<file path="src/common/tbsp_map.svh">
// Purpose: Register offsets, field positions, opcodes and reset values of the TAP port.
// Assumes: Included by bare name after the package.
// Notes:   Definitions only.
`ifndef TBSP_MAP_SVH
`define TBSP_MAP_SVH

// ****************************************
// Register offsets (byte addresses)
// ****************************************
`define TBSP_OFF_STATUS      8'h00
`define TBSP_OFF_CTRL        8'h04
`define TBSP_OFF_DATA        8'h08
`define TBSP_OFF_IDVIEW      8'h0C

// ****************************************
// Field positions and reset values
// ****************************************
`define TBSP_CTRL_FITTED_BIT 0
`define TBSP_CTRL_LOG_BIT    1
`define TBSP_CTRL_RESET      2'h1
`define TBSP_ST_OVF_BIT      18
`define TBSP_CHAIN_RESET     5'h00
`define TBSP_BND_CHAIN       5'h03

// ****************************************
// Instruction opcodes
// ****************************************
`define TBSP_IR_EXTEST       4'h0
`define TBSP_IR_SCAN_N       4'h2
`define TBSP_IR_SAMPLE       4'h3
`define TBSP_IR_CLAMP        4'h5
`define TBSP_IR_CLAMP_TRI    4'h9
`define TBSP_IR_INTEST       4'hC
`define TBSP_IR_IDCODE       4'hE
`define TBSP_IR_CAPTURE      4'h1

// ****************************************
// Bus responses
// ****************************************
`define TBSP_RESP_OKAY       2'h0
`define TBSP_RESP_SLVERR     2'h2

`endif

</file>
<file path="src/common/tbsp_pkg.sv">
// Purpose: Types shared by the TAP port design.
// Assumes: Constants live in tbsp_map.svh.
// Notes:   Enum order fixes the four-bit state code.
`default_nettype none
package tbsp_pkg;

   // ****************************************
   // Controller states
   // ****************************************
   typedef enum logic [3:0] {
      ST_TLR, ST_RTI, ST_SEL_DR, ST_CAP_DR, ST_SHIFT_DR, ST_EXIT1_DR, ST_PAUSE_DR, ST_EXIT2_DR,
      ST_UPD_DR, ST_SEL_IR, ST_CAP_IR, ST_SHIFT_IR, ST_EXIT1_IR, ST_PAUSE_IR, ST_EXIT2_IR, ST_UPD_IR
   } tbsp_tap_t;

   // ****************************************
   // Sampled test pins
   // ****************************************
   typedef struct packed {
      logic tck;
      logic tms;
      logic tdi;
      logic trst_n;
      logic ext_so;
   } tbsp_pins_t;

endpackage
`default_nettype wire

</file>
<file path="src/core/tbsp_top.sv">
// Purpose: Test access port with boundary-scan support strobes and an AXI4-Lite view.
// Assumes: All test pins are asynchronous to aclk; test clock well below aclk/4.
// Notes:   Scan log words pass through a FIFO that software drains.
//
// Summary of operation
// - Cell enable updates in UPDATE-IR on chain 3 from boundary-type opcodes.
// - External capture strobe pulses in phase two of CAPTURE-DR under EXTEST, chain 3.
// - Internal capture strobe pulses in phase two of CAPTURE-DR under INTEST, chain 3.
// - Opcode view shows instruction, changing at falling test clock in UPDATE-IR.
// - Update strobe pulses in phase two of UPDATE-DR with chain 3 selected.
// - Boundary reset strobe high in Test-Logic-Reset or while test reset is low.
// - Chain number view changes at falling test clock in UPDATE-DR.
// - Serial data to external chain is stable around the falling test clock.
// - Master shift clock follows phase one in SHIFT-DR on chain 3, else low.
// - Slave shift clock follows phase two in SHIFT-DR on chain 3, else low.
// - Identification pins, bit 0 set, are returned as the ID data register; the code returns the pins as they are, bit 0 not forced.
// - State view shows controller state, changing from the rising test clock.
// - Two non-overlapping phases: one while clock high, two while low.
// - Output drive flag high exactly while serial data drives the output.
//
// The implementer's own choices: the AXI4-Lite slave port and the placing of the registers.
`timescale 1ns/10ps
`default_nettype none
`include "tbsp_map.svh"

// ****************************************
// Scan log FIFO
// ****************************************
module tbsp_fifo #(
   parameter int WIDTH = 32,
   parameter int DEPTH = 32
) (
   // Clock and reset
   input  wire logic             aclk,
   input  wire logic             aresetn,
   // Fill side
   input  wire logic             in_valid,
   output logic                  in_ready,
   input  wire logic [WIDTH-1:0] in_data,
   // Drain side
   output logic                  out_valid,
   input  wire logic             out_ready,
   output logic [WIDTH-1:0]      out_data
);
   localparam int AW = $clog2(DEPTH);
   localparam int CW = $clog2(DEPTH + 1);

   typedef struct packed {
      logic [DEPTH-1:0][WIDTH-1:0] mem;
      logic [AW-1:0]               wp;
      logic [AW-1:0]               rp;
      logic [CW-1:0]               cnt;
   } tbsp_fifo_st_t;

   tbsp_fifo_st_t r, n;
   logic          push;
   logic          pop;

   assign in_ready  = (r.cnt != CW'(DEPTH));
   assign out_valid = (r.cnt != '0);
   assign out_data  = r.mem[r.rp];

   always_comb begin
      n    = r;
      push = in_valid && in_ready;
      pop  = out_valid && out_ready;
      if (push) begin
         n.mem[r.wp] = in_data;
         n.wp        = r.wp + 1'b1;
      end
      if (pop) begin
         n.rp = r.rp + 1'b1;
      end
      // Depth is a power of two so pointers wrap by themselves
      n.cnt = r.cnt + CW'(push) - CW'(pop);
   end

   always_ff @(posedge aclk) begin
      if (!aresetn) begin
         r <= '0;
      end else begin
         r <= n;
      end
   end
endmodule

// ****************************************
// Top level
// ****************************************
module tbsp_top import tbsp_pkg::*; #(
   parameter int ADDR_W     = 8,
   parameter int FIFO_DEPTH = 32
) (
   // Clock and reset
   input  wire logic              aclk,
   input  wire logic              aresetn,
   // AXI4-Lite slave
   input  wire logic [ADDR_W-1:0] s_axi_awaddr,
   input  wire logic              s_axi_awvalid,
   output logic                   s_axi_awready,
   input  wire logic [31:0]       s_axi_wdata,
   input  wire logic [3:0]        s_axi_wstrb,
   input  wire logic              s_axi_wvalid,
   output logic                   s_axi_wready,
   output logic [1:0]             s_axi_bresp,
   output logic                   s_axi_bvalid,
   input  wire logic              s_axi_bready,
   input  wire logic [ADDR_W-1:0] s_axi_araddr,
   input  wire logic              s_axi_arvalid,
   output logic                   s_axi_arready,
   output logic [31:0]            s_axi_rdata,
   output logic [1:0]             s_axi_rresp,
   output logic                   s_axi_rvalid,
   input  wire logic              s_axi_rready,
   // Test port pins
   input  wire logic              tck,
   input  wire logic              tms,
   input  wire logic              tdi,
   input  wire logic              test_reset_n,
   output logic                   test_data_out,
   output logic                   serial_output_drive_flag,
   input  wire logic [31:0]       identification_value_input,
   // External boundary chain
   input  wire logic              serial_from_external_chain,
   output logic                   serial_to_external_chain,
   output logic                   master_shift_clock,
   output logic                   slave_shift_clock,
   output logic                   external_test_capture_strobe,
   output logic                   internal_test_capture_strobe,
   output logic                   boundary_update_strobe,
   output logic                   boundary_reset_strobe,
   output logic                   boundary_cell_enable,
   // Phases and views
   output logic                   test_clock_phase_one,
   output logic                   test_clock_phase_two,
   output logic [3:0]             controller_state_view,
   output logic [3:0]             loaded_opcode_view,
   output logic [4:0]             selected_chain_number
);
   typedef struct packed {
      tbsp_pins_t        pin_m;
      tbsp_pins_t        pin_s;
      logic              tck_d;
      logic [31:0]       id_m;
      logic [31:0]       id_s;
      tbsp_tap_t         tap;
      logic [3:0]        ir;
      logic [3:0]        ir_sh;
      logic [31:0]       dr;
      logic [31:0]       log_w;
      logic [4:0]        chain;
      logic              tdo;
      logic              tdo_en;
      logic              to_chain;
      logic              ph1;
      logic              ph2;
      logic              msh;
      logic              ssh;
      logic              ecap;
      logic              icap;
      logic              upd;
      logic              brst;
      logic              cell_en;
      logic [1:0]        ctrl;
      logic              ovf;
      logic              push_v;
      logic [31:0]       push_d;
      logic              aw_h;
      logic [ADDR_W-1:0] aw_a;
      logic              w_h;
      logic [31:0]       w_d;
      logic [3:0]        w_s;
      logic              awready;
      logic              wready;
      logic              bvalid;
      logic [1:0]        bresp;
      logic              arready;
      logic              rvalid;
      logic [1:0]        rresp;
      logic [31:0]       rdata;
   } tbsp_top_st_t;

   tbsp_top_st_t r, n;
   logic         rise;
   logic         fall;
   logic         trst_low;
   logic         ext_in;
   logic         bnd_sel;
   logic         fifo_in_ready;
   logic         fifo_out_valid;
   logic         fifo_pop;
   logic [31:0]  fifo_out_data;

   function automatic tbsp_tap_t tap_next(input tbsp_tap_t s, input logic m);
      unique case (s)
         ST_TLR:      tap_next = m ? ST_TLR : ST_RTI;
         ST_RTI:      tap_next = m ? ST_SEL_DR : ST_RTI;
         ST_SEL_DR:   tap_next = m ? ST_SEL_IR : ST_CAP_DR;
         ST_CAP_DR:   tap_next = m ? ST_EXIT1_DR : ST_SHIFT_DR;
         ST_SHIFT_DR: tap_next = m ? ST_EXIT1_DR : ST_SHIFT_DR;
         ST_EXIT1_DR: tap_next = m ? ST_UPD_DR : ST_PAUSE_DR;
         ST_PAUSE_DR: tap_next = m ? ST_EXIT2_DR : ST_PAUSE_DR;
         ST_EXIT2_DR: tap_next = m ? ST_UPD_DR : ST_SHIFT_DR;
         ST_UPD_DR:   tap_next = m ? ST_SEL_DR : ST_RTI;
         ST_SEL_IR:   tap_next = m ? ST_TLR : ST_CAP_IR;
         ST_CAP_IR:   tap_next = m ? ST_EXIT1_IR : ST_SHIFT_IR;
         ST_SHIFT_IR: tap_next = m ? ST_EXIT1_IR : ST_SHIFT_IR;
         ST_EXIT1_IR: tap_next = m ? ST_UPD_IR : ST_PAUSE_IR;
         ST_PAUSE_IR: tap_next = m ? ST_EXIT2_IR : ST_PAUSE_IR;
         ST_EXIT2_IR: tap_next = m ? ST_UPD_IR : ST_SHIFT_IR;
         ST_UPD_IR:   tap_next = m ? ST_SEL_DR : ST_RTI;
      endcase
   endfunction

   function automatic logic is_bnd_op(input logic [3:0] op);
      is_bnd_op = (op == `TBSP_IR_INTEST) || (op == `TBSP_IR_EXTEST) ||
                  (op == `TBSP_IR_CLAMP)  || (op == `TBSP_IR_CLAMP_TRI);
   endfunction

   tbsp_fifo #(
      .WIDTH (32),
      .DEPTH (FIFO_DEPTH)
   ) u_fifo (
      .aclk      (aclk),
      .aresetn   (aresetn),
      .in_valid  (r.push_v),
      .in_ready  (fifo_in_ready),
      .in_data   (r.push_d),
      .out_valid (fifo_out_valid),
      .out_ready (fifo_pop),
      .out_data  (fifo_out_data)
   );

   // ****************************************
   // Next-state logic
   // ****************************************
   always_comb begin
      n        = r;
      n.pin_m  = {tck, tms, tdi, test_reset_n, serial_from_external_chain};
      n.pin_s  = r.pin_m;
      n.tck_d  = r.pin_s.tck;
      n.id_m   = identification_value_input;
      n.id_s   = r.id_m;
      rise     = r.pin_s.tck && !r.tck_d;
      fall     = !r.pin_s.tck && r.tck_d;
      trst_low = !r.pin_s.trst_n;
      // Absent chain reads low even if the pin floats
      ext_in   = r.pin_s.ext_so && r.ctrl[`TBSP_CTRL_FITTED_BIT];
      bnd_sel  = (r.chain == `TBSP_BND_CHAIN);
      fifo_pop = 1'b0;

      // Write channel: address and data taken in either order
      if (r.bvalid && s_axi_bready) begin
         n.bvalid = 1'b0;
      end
      if (s_axi_awvalid && r.awready) begin
         n.aw_h = 1'b1;
         n.aw_a = s_axi_awaddr;
      end
      if (s_axi_wvalid && r.wready) begin
         n.w_h = 1'b1;
         n.w_d = s_axi_wdata;
         n.w_s = s_axi_wstrb;
      end
      if (n.aw_h && n.w_h && !r.bvalid) begin
         n.aw_h   = 1'b0;
         n.w_h    = 1'b0;
         n.bvalid = 1'b1;
         n.bresp  = `TBSP_RESP_OKAY;
         case (n.aw_a)
            `TBSP_OFF_CTRL: begin
               if (n.w_s[0]) begin
                  n.ctrl = n.w_d[1:0];
               end
            end
            `TBSP_OFF_STATUS: begin
               if (n.w_s[2] && n.w_d[`TBSP_ST_OVF_BIT]) begin
                  n.ovf = 1'b0;
               end
            end
            `TBSP_OFF_DATA, `TBSP_OFF_IDVIEW: begin
            end
            default: n.bresp = `TBSP_RESP_SLVERR;
         endcase
      end
      n.awready = !n.aw_h && !n.bvalid;
      n.wready  = !n.w_h && !n.bvalid;

      // Read channel: one read in flight, data a cycle after address
      if (r.rvalid && s_axi_rready) begin
         n.rvalid = 1'b0;
      end
      if (s_axi_arvalid && r.arready) begin
         n.rvalid = 1'b1;
         n.rresp  = `TBSP_RESP_OKAY;
         case (s_axi_araddr)
            `TBSP_OFF_STATUS: n.rdata = {12'h000, r.cell_en, r.ovf, !fifo_in_ready, !fifo_out_valid,
                                         3'h0, r.chain, r.ir, r.tap};
            `TBSP_OFF_CTRL:   n.rdata = {30'h0, r.ctrl};
            `TBSP_OFF_DATA: begin
               n.rdata  = fifo_out_valid ? fifo_out_data : 32'h0000_0000;
               fifo_pop = fifo_out_valid;
            end
            `TBSP_OFF_IDVIEW: n.rdata = r.id_s;
            default: begin
               n.rdata = 32'h0000_0000;
               n.rresp = `TBSP_RESP_SLVERR;
            end
         endcase
      end
      n.arready = !n.rvalid;

      // Log word leaves once the FIFO takes it
      if (r.push_v && fifo_in_ready) begin
         n.push_v = 1'b0;
      end

      // Controller and scan registers
      if (trst_low) begin
         n.tap     = ST_TLR;
         n.ir      = `TBSP_IR_IDCODE;
         n.chain   = `TBSP_CHAIN_RESET;
         n.cell_en = 1'b0;
         n.tdo_en  = 1'b0;
      end else begin
         if (r.tap == ST_TLR) begin
            n.ir = `TBSP_IR_IDCODE;
         end
         if (rise) begin
            unique case (r.tap)
               ST_CAP_IR:   n.ir_sh = `TBSP_IR_CAPTURE;
               ST_SHIFT_IR: n.ir_sh = {r.pin_s.tdi, r.ir_sh[3:1]};
               ST_CAP_DR: begin
                  case (r.ir)
                     `TBSP_IR_IDCODE: n.dr = r.id_s;
                     `TBSP_IR_SCAN_N: n.dr = {27'h0, r.chain};
                     `TBSP_IR_EXTEST, `TBSP_IR_INTEST, `TBSP_IR_SAMPLE:
                        n.dr = {31'h0, bnd_sel && ext_in};
                     default: n.dr = 32'h0000_0000;
                  endcase
               end
               ST_SHIFT_DR: begin
                  n.log_w = {r.pin_s.tdi, r.log_w[31:1]};
                  n.to_chain = r.pin_s.tdi;
                  case (r.ir)
                     `TBSP_IR_IDCODE: n.dr = {r.pin_s.tdi, r.dr[31:1]};
                     `TBSP_IR_SCAN_N: n.dr = {27'h0, r.pin_s.tdi, r.dr[4:1]};
                     `TBSP_IR_EXTEST, `TBSP_IR_INTEST, `TBSP_IR_SAMPLE:
                        n.dr = {31'h0, bnd_sel ? ext_in : r.pin_s.tdi};
                     default: n.dr = {31'h0, r.pin_s.tdi};
                  endcase
               end
               default: begin
               end
            endcase
            n.tap = tap_next(r.tap, r.pin_s.tms);
            // A new log word is lost, and overflow set, if the last one still waits when the next scan ends
            if (n.tap == ST_UPD_DR && r.ctrl[`TBSP_CTRL_LOG_BIT]) begin
               if (r.push_v && !fifo_in_ready) begin
                  n.ovf = 1'b1;
               end else begin
                  n.push_v = 1'b1;
                  n.push_d = r.log_w;
               end
            end
         end
         if (fall) begin
            if (r.tap == ST_UPD_IR) begin
               n.ir = r.ir_sh;
               if (bnd_sel) begin
                  n.cell_en = is_bnd_op(r.ir_sh);
               end
            end
            if (r.tap == ST_UPD_DR && r.ir == `TBSP_IR_SCAN_N) begin
               n.chain = r.dr[4:0];
            end
            n.tdo_en = (r.tap == ST_SHIFT_IR) || (r.tap == ST_SHIFT_DR);
            if (r.tap == ST_SHIFT_IR) begin
               n.tdo = r.ir_sh[0];
            end else if (r.tap == ST_SHIFT_DR) begin
               n.tdo = r.dr[0];
            end
         end
      end

      // Phase one lags the rising edge, phase two the falling edge
      n.ph1  = r.pin_s.tck && r.tck_d;
      n.ph2  = !r.pin_s.tck && !r.tck_d;
      n.msh  = n.ph1 && r.tap == ST_SHIFT_DR && bnd_sel;
      n.ssh  = n.ph2 && r.tap == ST_SHIFT_DR && bnd_sel;
      n.ecap = n.ph2 && r.tap == ST_CAP_DR && r.ir == `TBSP_IR_EXTEST && bnd_sel;
      n.icap = n.ph2 && r.tap == ST_CAP_DR && r.ir == `TBSP_IR_INTEST && bnd_sel;
      n.upd  = n.ph2 && r.tap == ST_UPD_DR && bnd_sel;
      n.brst = trst_low || r.tap == ST_TLR;
   end

   always_ff @(posedge aclk) begin
      if (!aresetn) begin
         r      <= '0;
         r.ir   <= `TBSP_IR_IDCODE;
         r.ctrl <= `TBSP_CTRL_RESET;
         r.brst <= 1'b1;
      end else begin
         r <= n;
      end
   end

   // ****************************************
   // Outputs
   // ****************************************
   assign s_axi_awready                = r.awready;
   assign s_axi_wready                 = r.wready;
   assign s_axi_bvalid                 = r.bvalid;
   assign s_axi_bresp                  = r.bresp;
   assign s_axi_arready                = r.arready;
   assign s_axi_rvalid                 = r.rvalid;
   assign s_axi_rresp                  = r.rresp;
   assign s_axi_rdata                  = r.rdata;
   assign test_data_out                = r.tdo;
   assign serial_output_drive_flag     = r.tdo_en;
   assign serial_to_external_chain     = r.to_chain;
   assign master_shift_clock           = r.msh;
   assign slave_shift_clock            = r.ssh;
   assign external_test_capture_strobe = r.ecap;
   assign internal_test_capture_strobe = r.icap;
   assign boundary_update_strobe       = r.upd;
   assign boundary_reset_strobe        = r.brst;
   assign boundary_cell_enable         = r.cell_en;
   assign test_clock_phase_one         = r.ph1;
   assign test_clock_phase_two         = r.ph2;
   assign controller_state_view        = r.tap;
   assign loaded_opcode_view           = r.ir;
   assign selected_chain_number        = r.chain;
endmodule

`default_nettype wire

</file>
<file path="config.mk">
export PLATFORM = sky130hd
export DESIGN_NAME = tbsp_top
export DESIGN_NICKNAME = d
export VERILOG_FILES = /design/src/common/tbsp_pkg.sv /design/src/core/tbsp_top.sv
export VERILOG_INCLUDE_DIRS = /design/src /design/src/common
export SDC_FILE = /design/constraint.sdc
export NUM_CORES = 2
export LEC_CHECK = 0
export ABC_AREA = 1
export BUFFER_PORTS_ARGS = -buffer_cell sky130_fd_sc_hd__buf_4
export CORE_MARGIN = 2
export CORE_UTILIZATION = 35
export CTS_BUF_LIST = sky130_fd_sc_hd__clkbuf_8 sky130_fd_sc_hd__clkbuf_16
export DETAILED_ROUTE_END_ITERATION = 12
export GPL_ROUTABILITY_DRIVEN = 0
export PLACE_DENSITY = 0.56
export SYNTH_ARGS = -nofsm -noshare
export SYNTH_HDL_FRONTEND = slang
export SYNTH_SLANG_ARGS = --single-unit
</file>
<file path="constraint.sdc">
create_clock -name aclk -period 2.6 [get_ports aclk]
set_clock_uncertainty 0.15 [all_clocks]
set_input_delay 0.39 -clock aclk [delete_from_list [all_inputs] [get_ports aclk]]
set_output_delay 0.39 -clock aclk [all_outputs]
set_load 0.03 [all_outputs]
</file>
# After elaboration in Yosys (flattened, before gate mapping)

Cells that the tools add are included.

Bits in registers: 1331
Bits in latches: 0
Memory bits (writable): 0
ROM bits: 0
Bits of input ports: 96
Output and inout port bits: 66
Logic and storage cells: 249
Memories: 0

$add $sub $neg: 4
$mul: 0
Divide/modulo/power cells: 0
$lt $le $gt $ge: 3
Equal/unequal tests: 31
Shifts and indexed selects: 0
Muxes and demuxes: 53
Bitwise logic cells: 1
Reduce and logical (&&, ||, !) cells: 72

Operators with widths:

| cell                 | number |
|---|---|
| $bwmux W1024         | 1 |
| $pmux W32 S3         | 2 |
| $bmux W32 S5         | 1 |
| $demux W32 S5        | 1 |
| $pmux W32 S4         | 1 |
| $mux W34             | 3 |
| $mux W32             | 3 |
| $pmux W32 S2         | 1 |
| $eq A4 B4 Y1 const B | 13 |
| $pmux W4 S12         | 1 |
| $mux W37             | 1 |
| $mux W4              | 9 |
| $mux W35             | 1 |
| $logic_and A1 B1 Y1  | 33 |
| $mux W33             | 1 |
| $eq A8 B4 Y1 const B | 4 |
| $eq A4 B3 Y1 const B | 5 |
| $reduce_and A3 Y1    | 6 |
| $mux W1              | 17 |
| $eq A4 B2 Y1 const B | 4 |
| $eq A8 B3 Y1 const B | 2 |
| $logic_not A8 Y1     | 2 |
| $logic_not A4 Y1     | 3 |
| $lt A5 B6 Y1 const B | 2 |
| 21 further kinds     | 47 |

# Depth between registers and ports, before layout

Depth in word-level cells: 10
Gate-level depth with buffers: 19
Depth with buffers taken out: 19

# By module

From an unflattened synthesis, not the netlist that was laid out.

Cells, all modules: 9147
Area total of the unflattened synthesis: 60053.8 µm²

Modules (own cells, without submodules):

| module    | times used | cells an instance | area an instance (µm²) | seq. area each (µm²) |
|---|---|---|---|---|
| tbsp_fifo | 1          | 7649              | 49369.8                | 20820.0 |
| tbsp_top  | 1          | 1498              | 10684.0                | 5144.9 |

# Least setup slack after synthesis

No wires, ideal clock.

Kind: register to register
From: reg u_fifo.r[2] (netlist bit)
To: reg u_fifo.r[4] (netlist bit)
Setup time: 119 ps
Data arrival time: 2545 ps
Data required time: 2331 ps
Setup slack: -214 ps
Stages on the path, launching flop included: 17
Buffers on the path: 2
Clock period less this slack: 2814 ps
Cells stage by stage: dfxtp_1 inv_1 ha_1 nand3_1 nand2_1 clkinv_1 clkbuf_1 clkbuf_1 ha_1 inv_1 fa_1 nor2_1 nor2_1 nor2_1 nor2_1 o21ai_0 a21oi_1

Elaborated cells between the ends (all ways): 8
Those cells by class: add/sub: 2; eq/ne: 1; mux: 2; reduce/logical: 3

RTL lines:

| item                     | RTL line       | RTL |
|---|---|---|
| start: declaration       | tbsp_top.sv:55 | `tbsp_fifo_st_t r, n;` |
| start signal: assignment | tbsp_top.sv:82 | `r <= n;` |
| $ne A6 B6 Y1             | tbsp_top.sv:59 | `assign in_ready = (r.cnt != CW'(DEPTH));` |
| $logic_and A1 B1 Y1      | tbsp_top.sv:65 | `push = in_valid && in_ready;` |
| via u_fifo.push          | tbsp_top.sv:56 | `logic push;` |
| $add A6 B1 Y6            | tbsp_top.sv:75 | `n.cnt = r.cnt + CW'(push) - CW'(pop);` |
| $sub A6 B1 Y6            | tbsp_top.sv:75 |  |

The timed path passes the listed nets, and every way through them passes these cells.
A chain may end at the register's enable or synchronous reset.

# Final worst setup path

From: reg u_fifo.r[4] (netlist bit)
To: reg u_fifo.r[4] (netlist bit)

Word-level cells in the longest chain between the ends: 5
Elaborated cells between the ends (all ways): 8
Those cells by class: add/sub: 2; eq/ne: 1; mux: 2; reduce/logical: 3

RTL lines:

| item                    | RTL line        | RTL |
|---|---|---|
| $reduce_bool A6 Y1 (*)  | tbsp_top.sv:60  | `assign out_valid = (r.cnt != '0);` |
| $mux W1                 | tbsp_top.sv:296 | `case (s_axi_araddr)` |
| $mux W1                 | tbsp_top.sv:293 | `if (s_axi_arvalid && r.arready) begin` |
| $logic_and A1 B1 Y1 (*) | tbsp_top.sv:66  | `pop = out_valid && out_ready;` |
| via u_fifo.pop          | tbsp_top.sv:57  | `logic pop;` |
| $sub A6 B1 Y6 (*)       | tbsp_top.sv:75  |  |

The timed path passes the listed nets; every way through them passes the cells marked *.

==> run summary <==
Seq cells post-synth = 1297
Final Max Tran Viols = 0
Vias in the first global route = 49500
Num CTS Buffers = 147
Estimated wirelength of the detail-placed design = 123000 um
Number of library cell types mapped by synthesis = 41
Post-synthesis share of cell area spent on and, or, nand and nor gates = 0.235
Critical path class = flip-flop to flip-flop
DRC violation count after routing = 0
Post-synthesis xor/xnor area fraction = 0.000157
Nature of the critical path startpoint = flip-flop
Pwr per Cell Area = 631 nW/um^2
Mux contribution to synthesized area = 0.000898
Initial core utilization = 0.352
Width of the chip = 403 um
Buffer depth of the longest clock path = 3
Overflow left after global routing = 0
Cell Area, Placed = 60400 um^2
I/O pin total = 162
Largest net degree at the start of global routing = 201
Number of setup violations in the final report = 1
Post-Syn Area per Cell = 6.94 um^2
Run status = complete, but fails checks
Maximum ir drop on the vdd rail = 0.000661 V
Wire length of the first global-routing pass = 304000 um
Final Hold Violating Endpoints = 0
Clock latency at the later pin of the worst-skew pair = 0.80 ns
Class of the most critical hold timing path = primary input to flip-flop
Worst setup EP type = flip-flop
Master cell of the clock root buffer = clkbuf_16
Via Count = 53400
Number of max-cap violations = 0
Post-Synthesis Cells = 8030
Hold_ws = 0.0939 ns
Starting DRT DRC Count = 5342
Floorplan die height = 403 um
Core Rows = 146
Post-Layout Inst Area = 66200 um^2
Clock transition at the registers of the reported paths = 0.06 ns
Number of nets in the final layout = 8097
Post-DR vias/cell = 5.25
Total Routed Length = 200000 um
CTS H-tree lvls = 4
Max FO, Critical Path = 2
Clock sink total = 1297
ANT nets after route = 0
Arithmetic-cell share of the synthesized area counting full adders, half adders and majority gates = 0.00350
Period minus WS final = 2.61 ns
Static leakage = 26.8 nW
Worst EP arrival = 3.12 ns
Share of final-layout standard cells stronger than drive strength 1 = 0.0983
Unrepaired setup endpoints after global routing = true
Initial antenna violation count = 0
Portion of the clock cycle consumed by the worst path in the final layout = 1.00
# port buffers = 128
Cell area after technology mapping = 55700 um^2
Iteration count of the initial detailed-routing pass = 7
Pre-CTS setup slack = -0.362 ns
Combined global-route utilization of all metal layers = 0.238
Measured slew at the worst slew-check pin = 0.870 ns
Required time of the critical path = 3.11 ns
TritonCTS clock tree = built
Core box area = 158000 um^2
Slew margin rel. = 0.420
Die ar. = 162000 um^2
Layout area overhead = 18.9%
Main combinational cell family by area after synthesis = simple AND/OR/NAND/NOR gates
Proportion of synthesized chip area in sequential cells = 0.466
Peak Freq = 0.383 GHz
Setup Total Neg Slack = -0.0113 ns
Complex-gate fraction of the synthesized area = 0.207
Worst setup slack after layout = -0.0113 ns
DR WL/cell = 19.7 um
Failing checks = negative setup slack
Number of warnings printed during yosys synthesis = 0
## path summary, 6_finish.rpt
check | start | to | slack, ns | cells after the start
worst max register to register | u_fifo.r[4] | u_fifo.r[4] | -0.01 | 17
worst min register to register | n[284] | r[284] | 0.25 | 2
worst min-delay path | s_axi_awvalid | r[84] | 0.09 | 4
worst max-delay path | u_fifo.r[4] | u_fifo.r[4] | -0.01 | 17
## flip-flops by register name, indices dropped and copies added, names as in the netlist, 4 cells and up
| register | flops |
|---|---|
| r | 156 |
| n | 38 |
| loaded_opcode_view | 4 |
| u_fifo.r | 1040 |
| controller_state_view | 4 |
| s_axi_rdata | 32 |
| selected_chain_number | 5 |
## cell usage in the layout, fill, tap and decap left out, types with 62 or more instances in the layout
cell and instances:
buf_12 116, nand3_1 614, a21oi_1 1218, nor2_1 263, dfxtp_1 1292, dlygate4sd3_1 62, buf_4 334, clkbuf_16 151
nand2_1 2181, o21ai_0 1048, inv_1 489
## layout make-up
type / count / area [um^2]
Clock inverter: 81 / 723
Sequential cell: 1297 / 26000
Inverter: 511 / 1950
Antenna cell: 1 / 2.50
Tap cell: 2072 / 2590
Multi-Input combinational cell: 5507 / 25100
Timing Repair Buffer: 522 / 5680
Fill cell: 16200 / 92000
Clock buffer: 182 / 4180
## routing by layer
layer	vias up	share of wire	GRT usage
met1	25300	0.44	0.320
met5	-	0	0
met4	0	0.035	0.0909
li1	26100	-	-
met2	1651	0.46	0.386
met3	340	0.060	0.0332
## through the flow
| step | utilization | instances | power [W] |
|---|---|---|---|
| 4_1_cts | 0.417 | 10200 | 0.0422 |
| 3_3_place_gp | 0.382 | 9836 | 0.0212 |
| 5_1_grt | 0.419 | 10200 | 0.0431 |
| 6_report | 0.419 | 10200 | 0.0418 |
| 3_5_place_dp | 0.382 | 9836 | 0.0212 |
| 2_1_floorplan | - | 8031 | 0.0209 |
## worst max-delay path, cell delays in order, from the launching register on
cell,delay (ns)
dfxtp_1,0.31
inv_1,0.05
ha_1,0.20
and3_4,0.19
nor2_4,0.09
nand2_2,0.07
inv_2,0.08
ha_4,0.20
inv_1,0.06
ha_2,0.19
inv_1,0.07
fa_2,0.34
nor2_1,0.10
nor2_1,0.06
nor2_1,0.10
nor2_1,0.06
o21ai_1,0.12
a21oi_1,0.06
## power breakdown
part | switching (W) | internal [W]
Clock | 0.00888 | 0.0121
Sequential | 0.0000354 | 0.0199
Combinational | 0.000527 | 0.000287
## kinds of logic (layout without fill, tap and decap cells)
| logic type | Yosys count | in the layout |
|---|---|---|
| flops | 1297 | 1297 |
| simple gates | 3191 | 3191 |
| other cells | 1 | 3 |
| xor+xnor | 1 | 1 |
| fa+ha+maj | 15 | 15 |
| buf+inv | 1227 | 1296 |
| compound gates | 2293 | 2293 |
| mux | 5 | 5 |
## Yosys cell counts, drive strengths merged
cell / number / share of area
ha: 14 / 0.0031
and3b: 1 / 0.00016
o2bb2ai: 1 / 0.00016
and3: 1 / 0.00011
nand4: 43 / 0.0051
or2: 2 / 0.00022
nand3: 617 / 0.056
dfxtp: 1297 / 0.47
nor4: 3 / 0.00034
nor3: 14 / 0.0016
a31oi: 4 / 0.00045
nand3b: 1 / 0.00013
clkinv: 37 / 0.0025
nand2: 2203 / 0.15
o21ai: 1051 / 0.094
mux2i: 5 / 0.00090
clkbuf: 531 / 0.036
conb: 1 / 0.000067
inv: 474 / 0.032
xnor2: 1 / 0.00016
a21oi: 1221 / 0.11
o22ai: 3 / 0.00034
nor3b: 1 / 0.00013
buf: 185 / 0.018
a211oi: 5 / 0.00067
nor2: 305 / 0.023
o211ai: 8 / 0.0011
fa: 1 / 0.00036
## repair_timing
item	in CTS	in global routing
pin swaps	1	8
setup buffers	3	6
resized for setup	7	36
hold buffers	62	0
endpoints found under the hold margin	75	0
endpoints found under the setup margin	4	521
cloned	0	2
(Power assumes the default switching activity.)
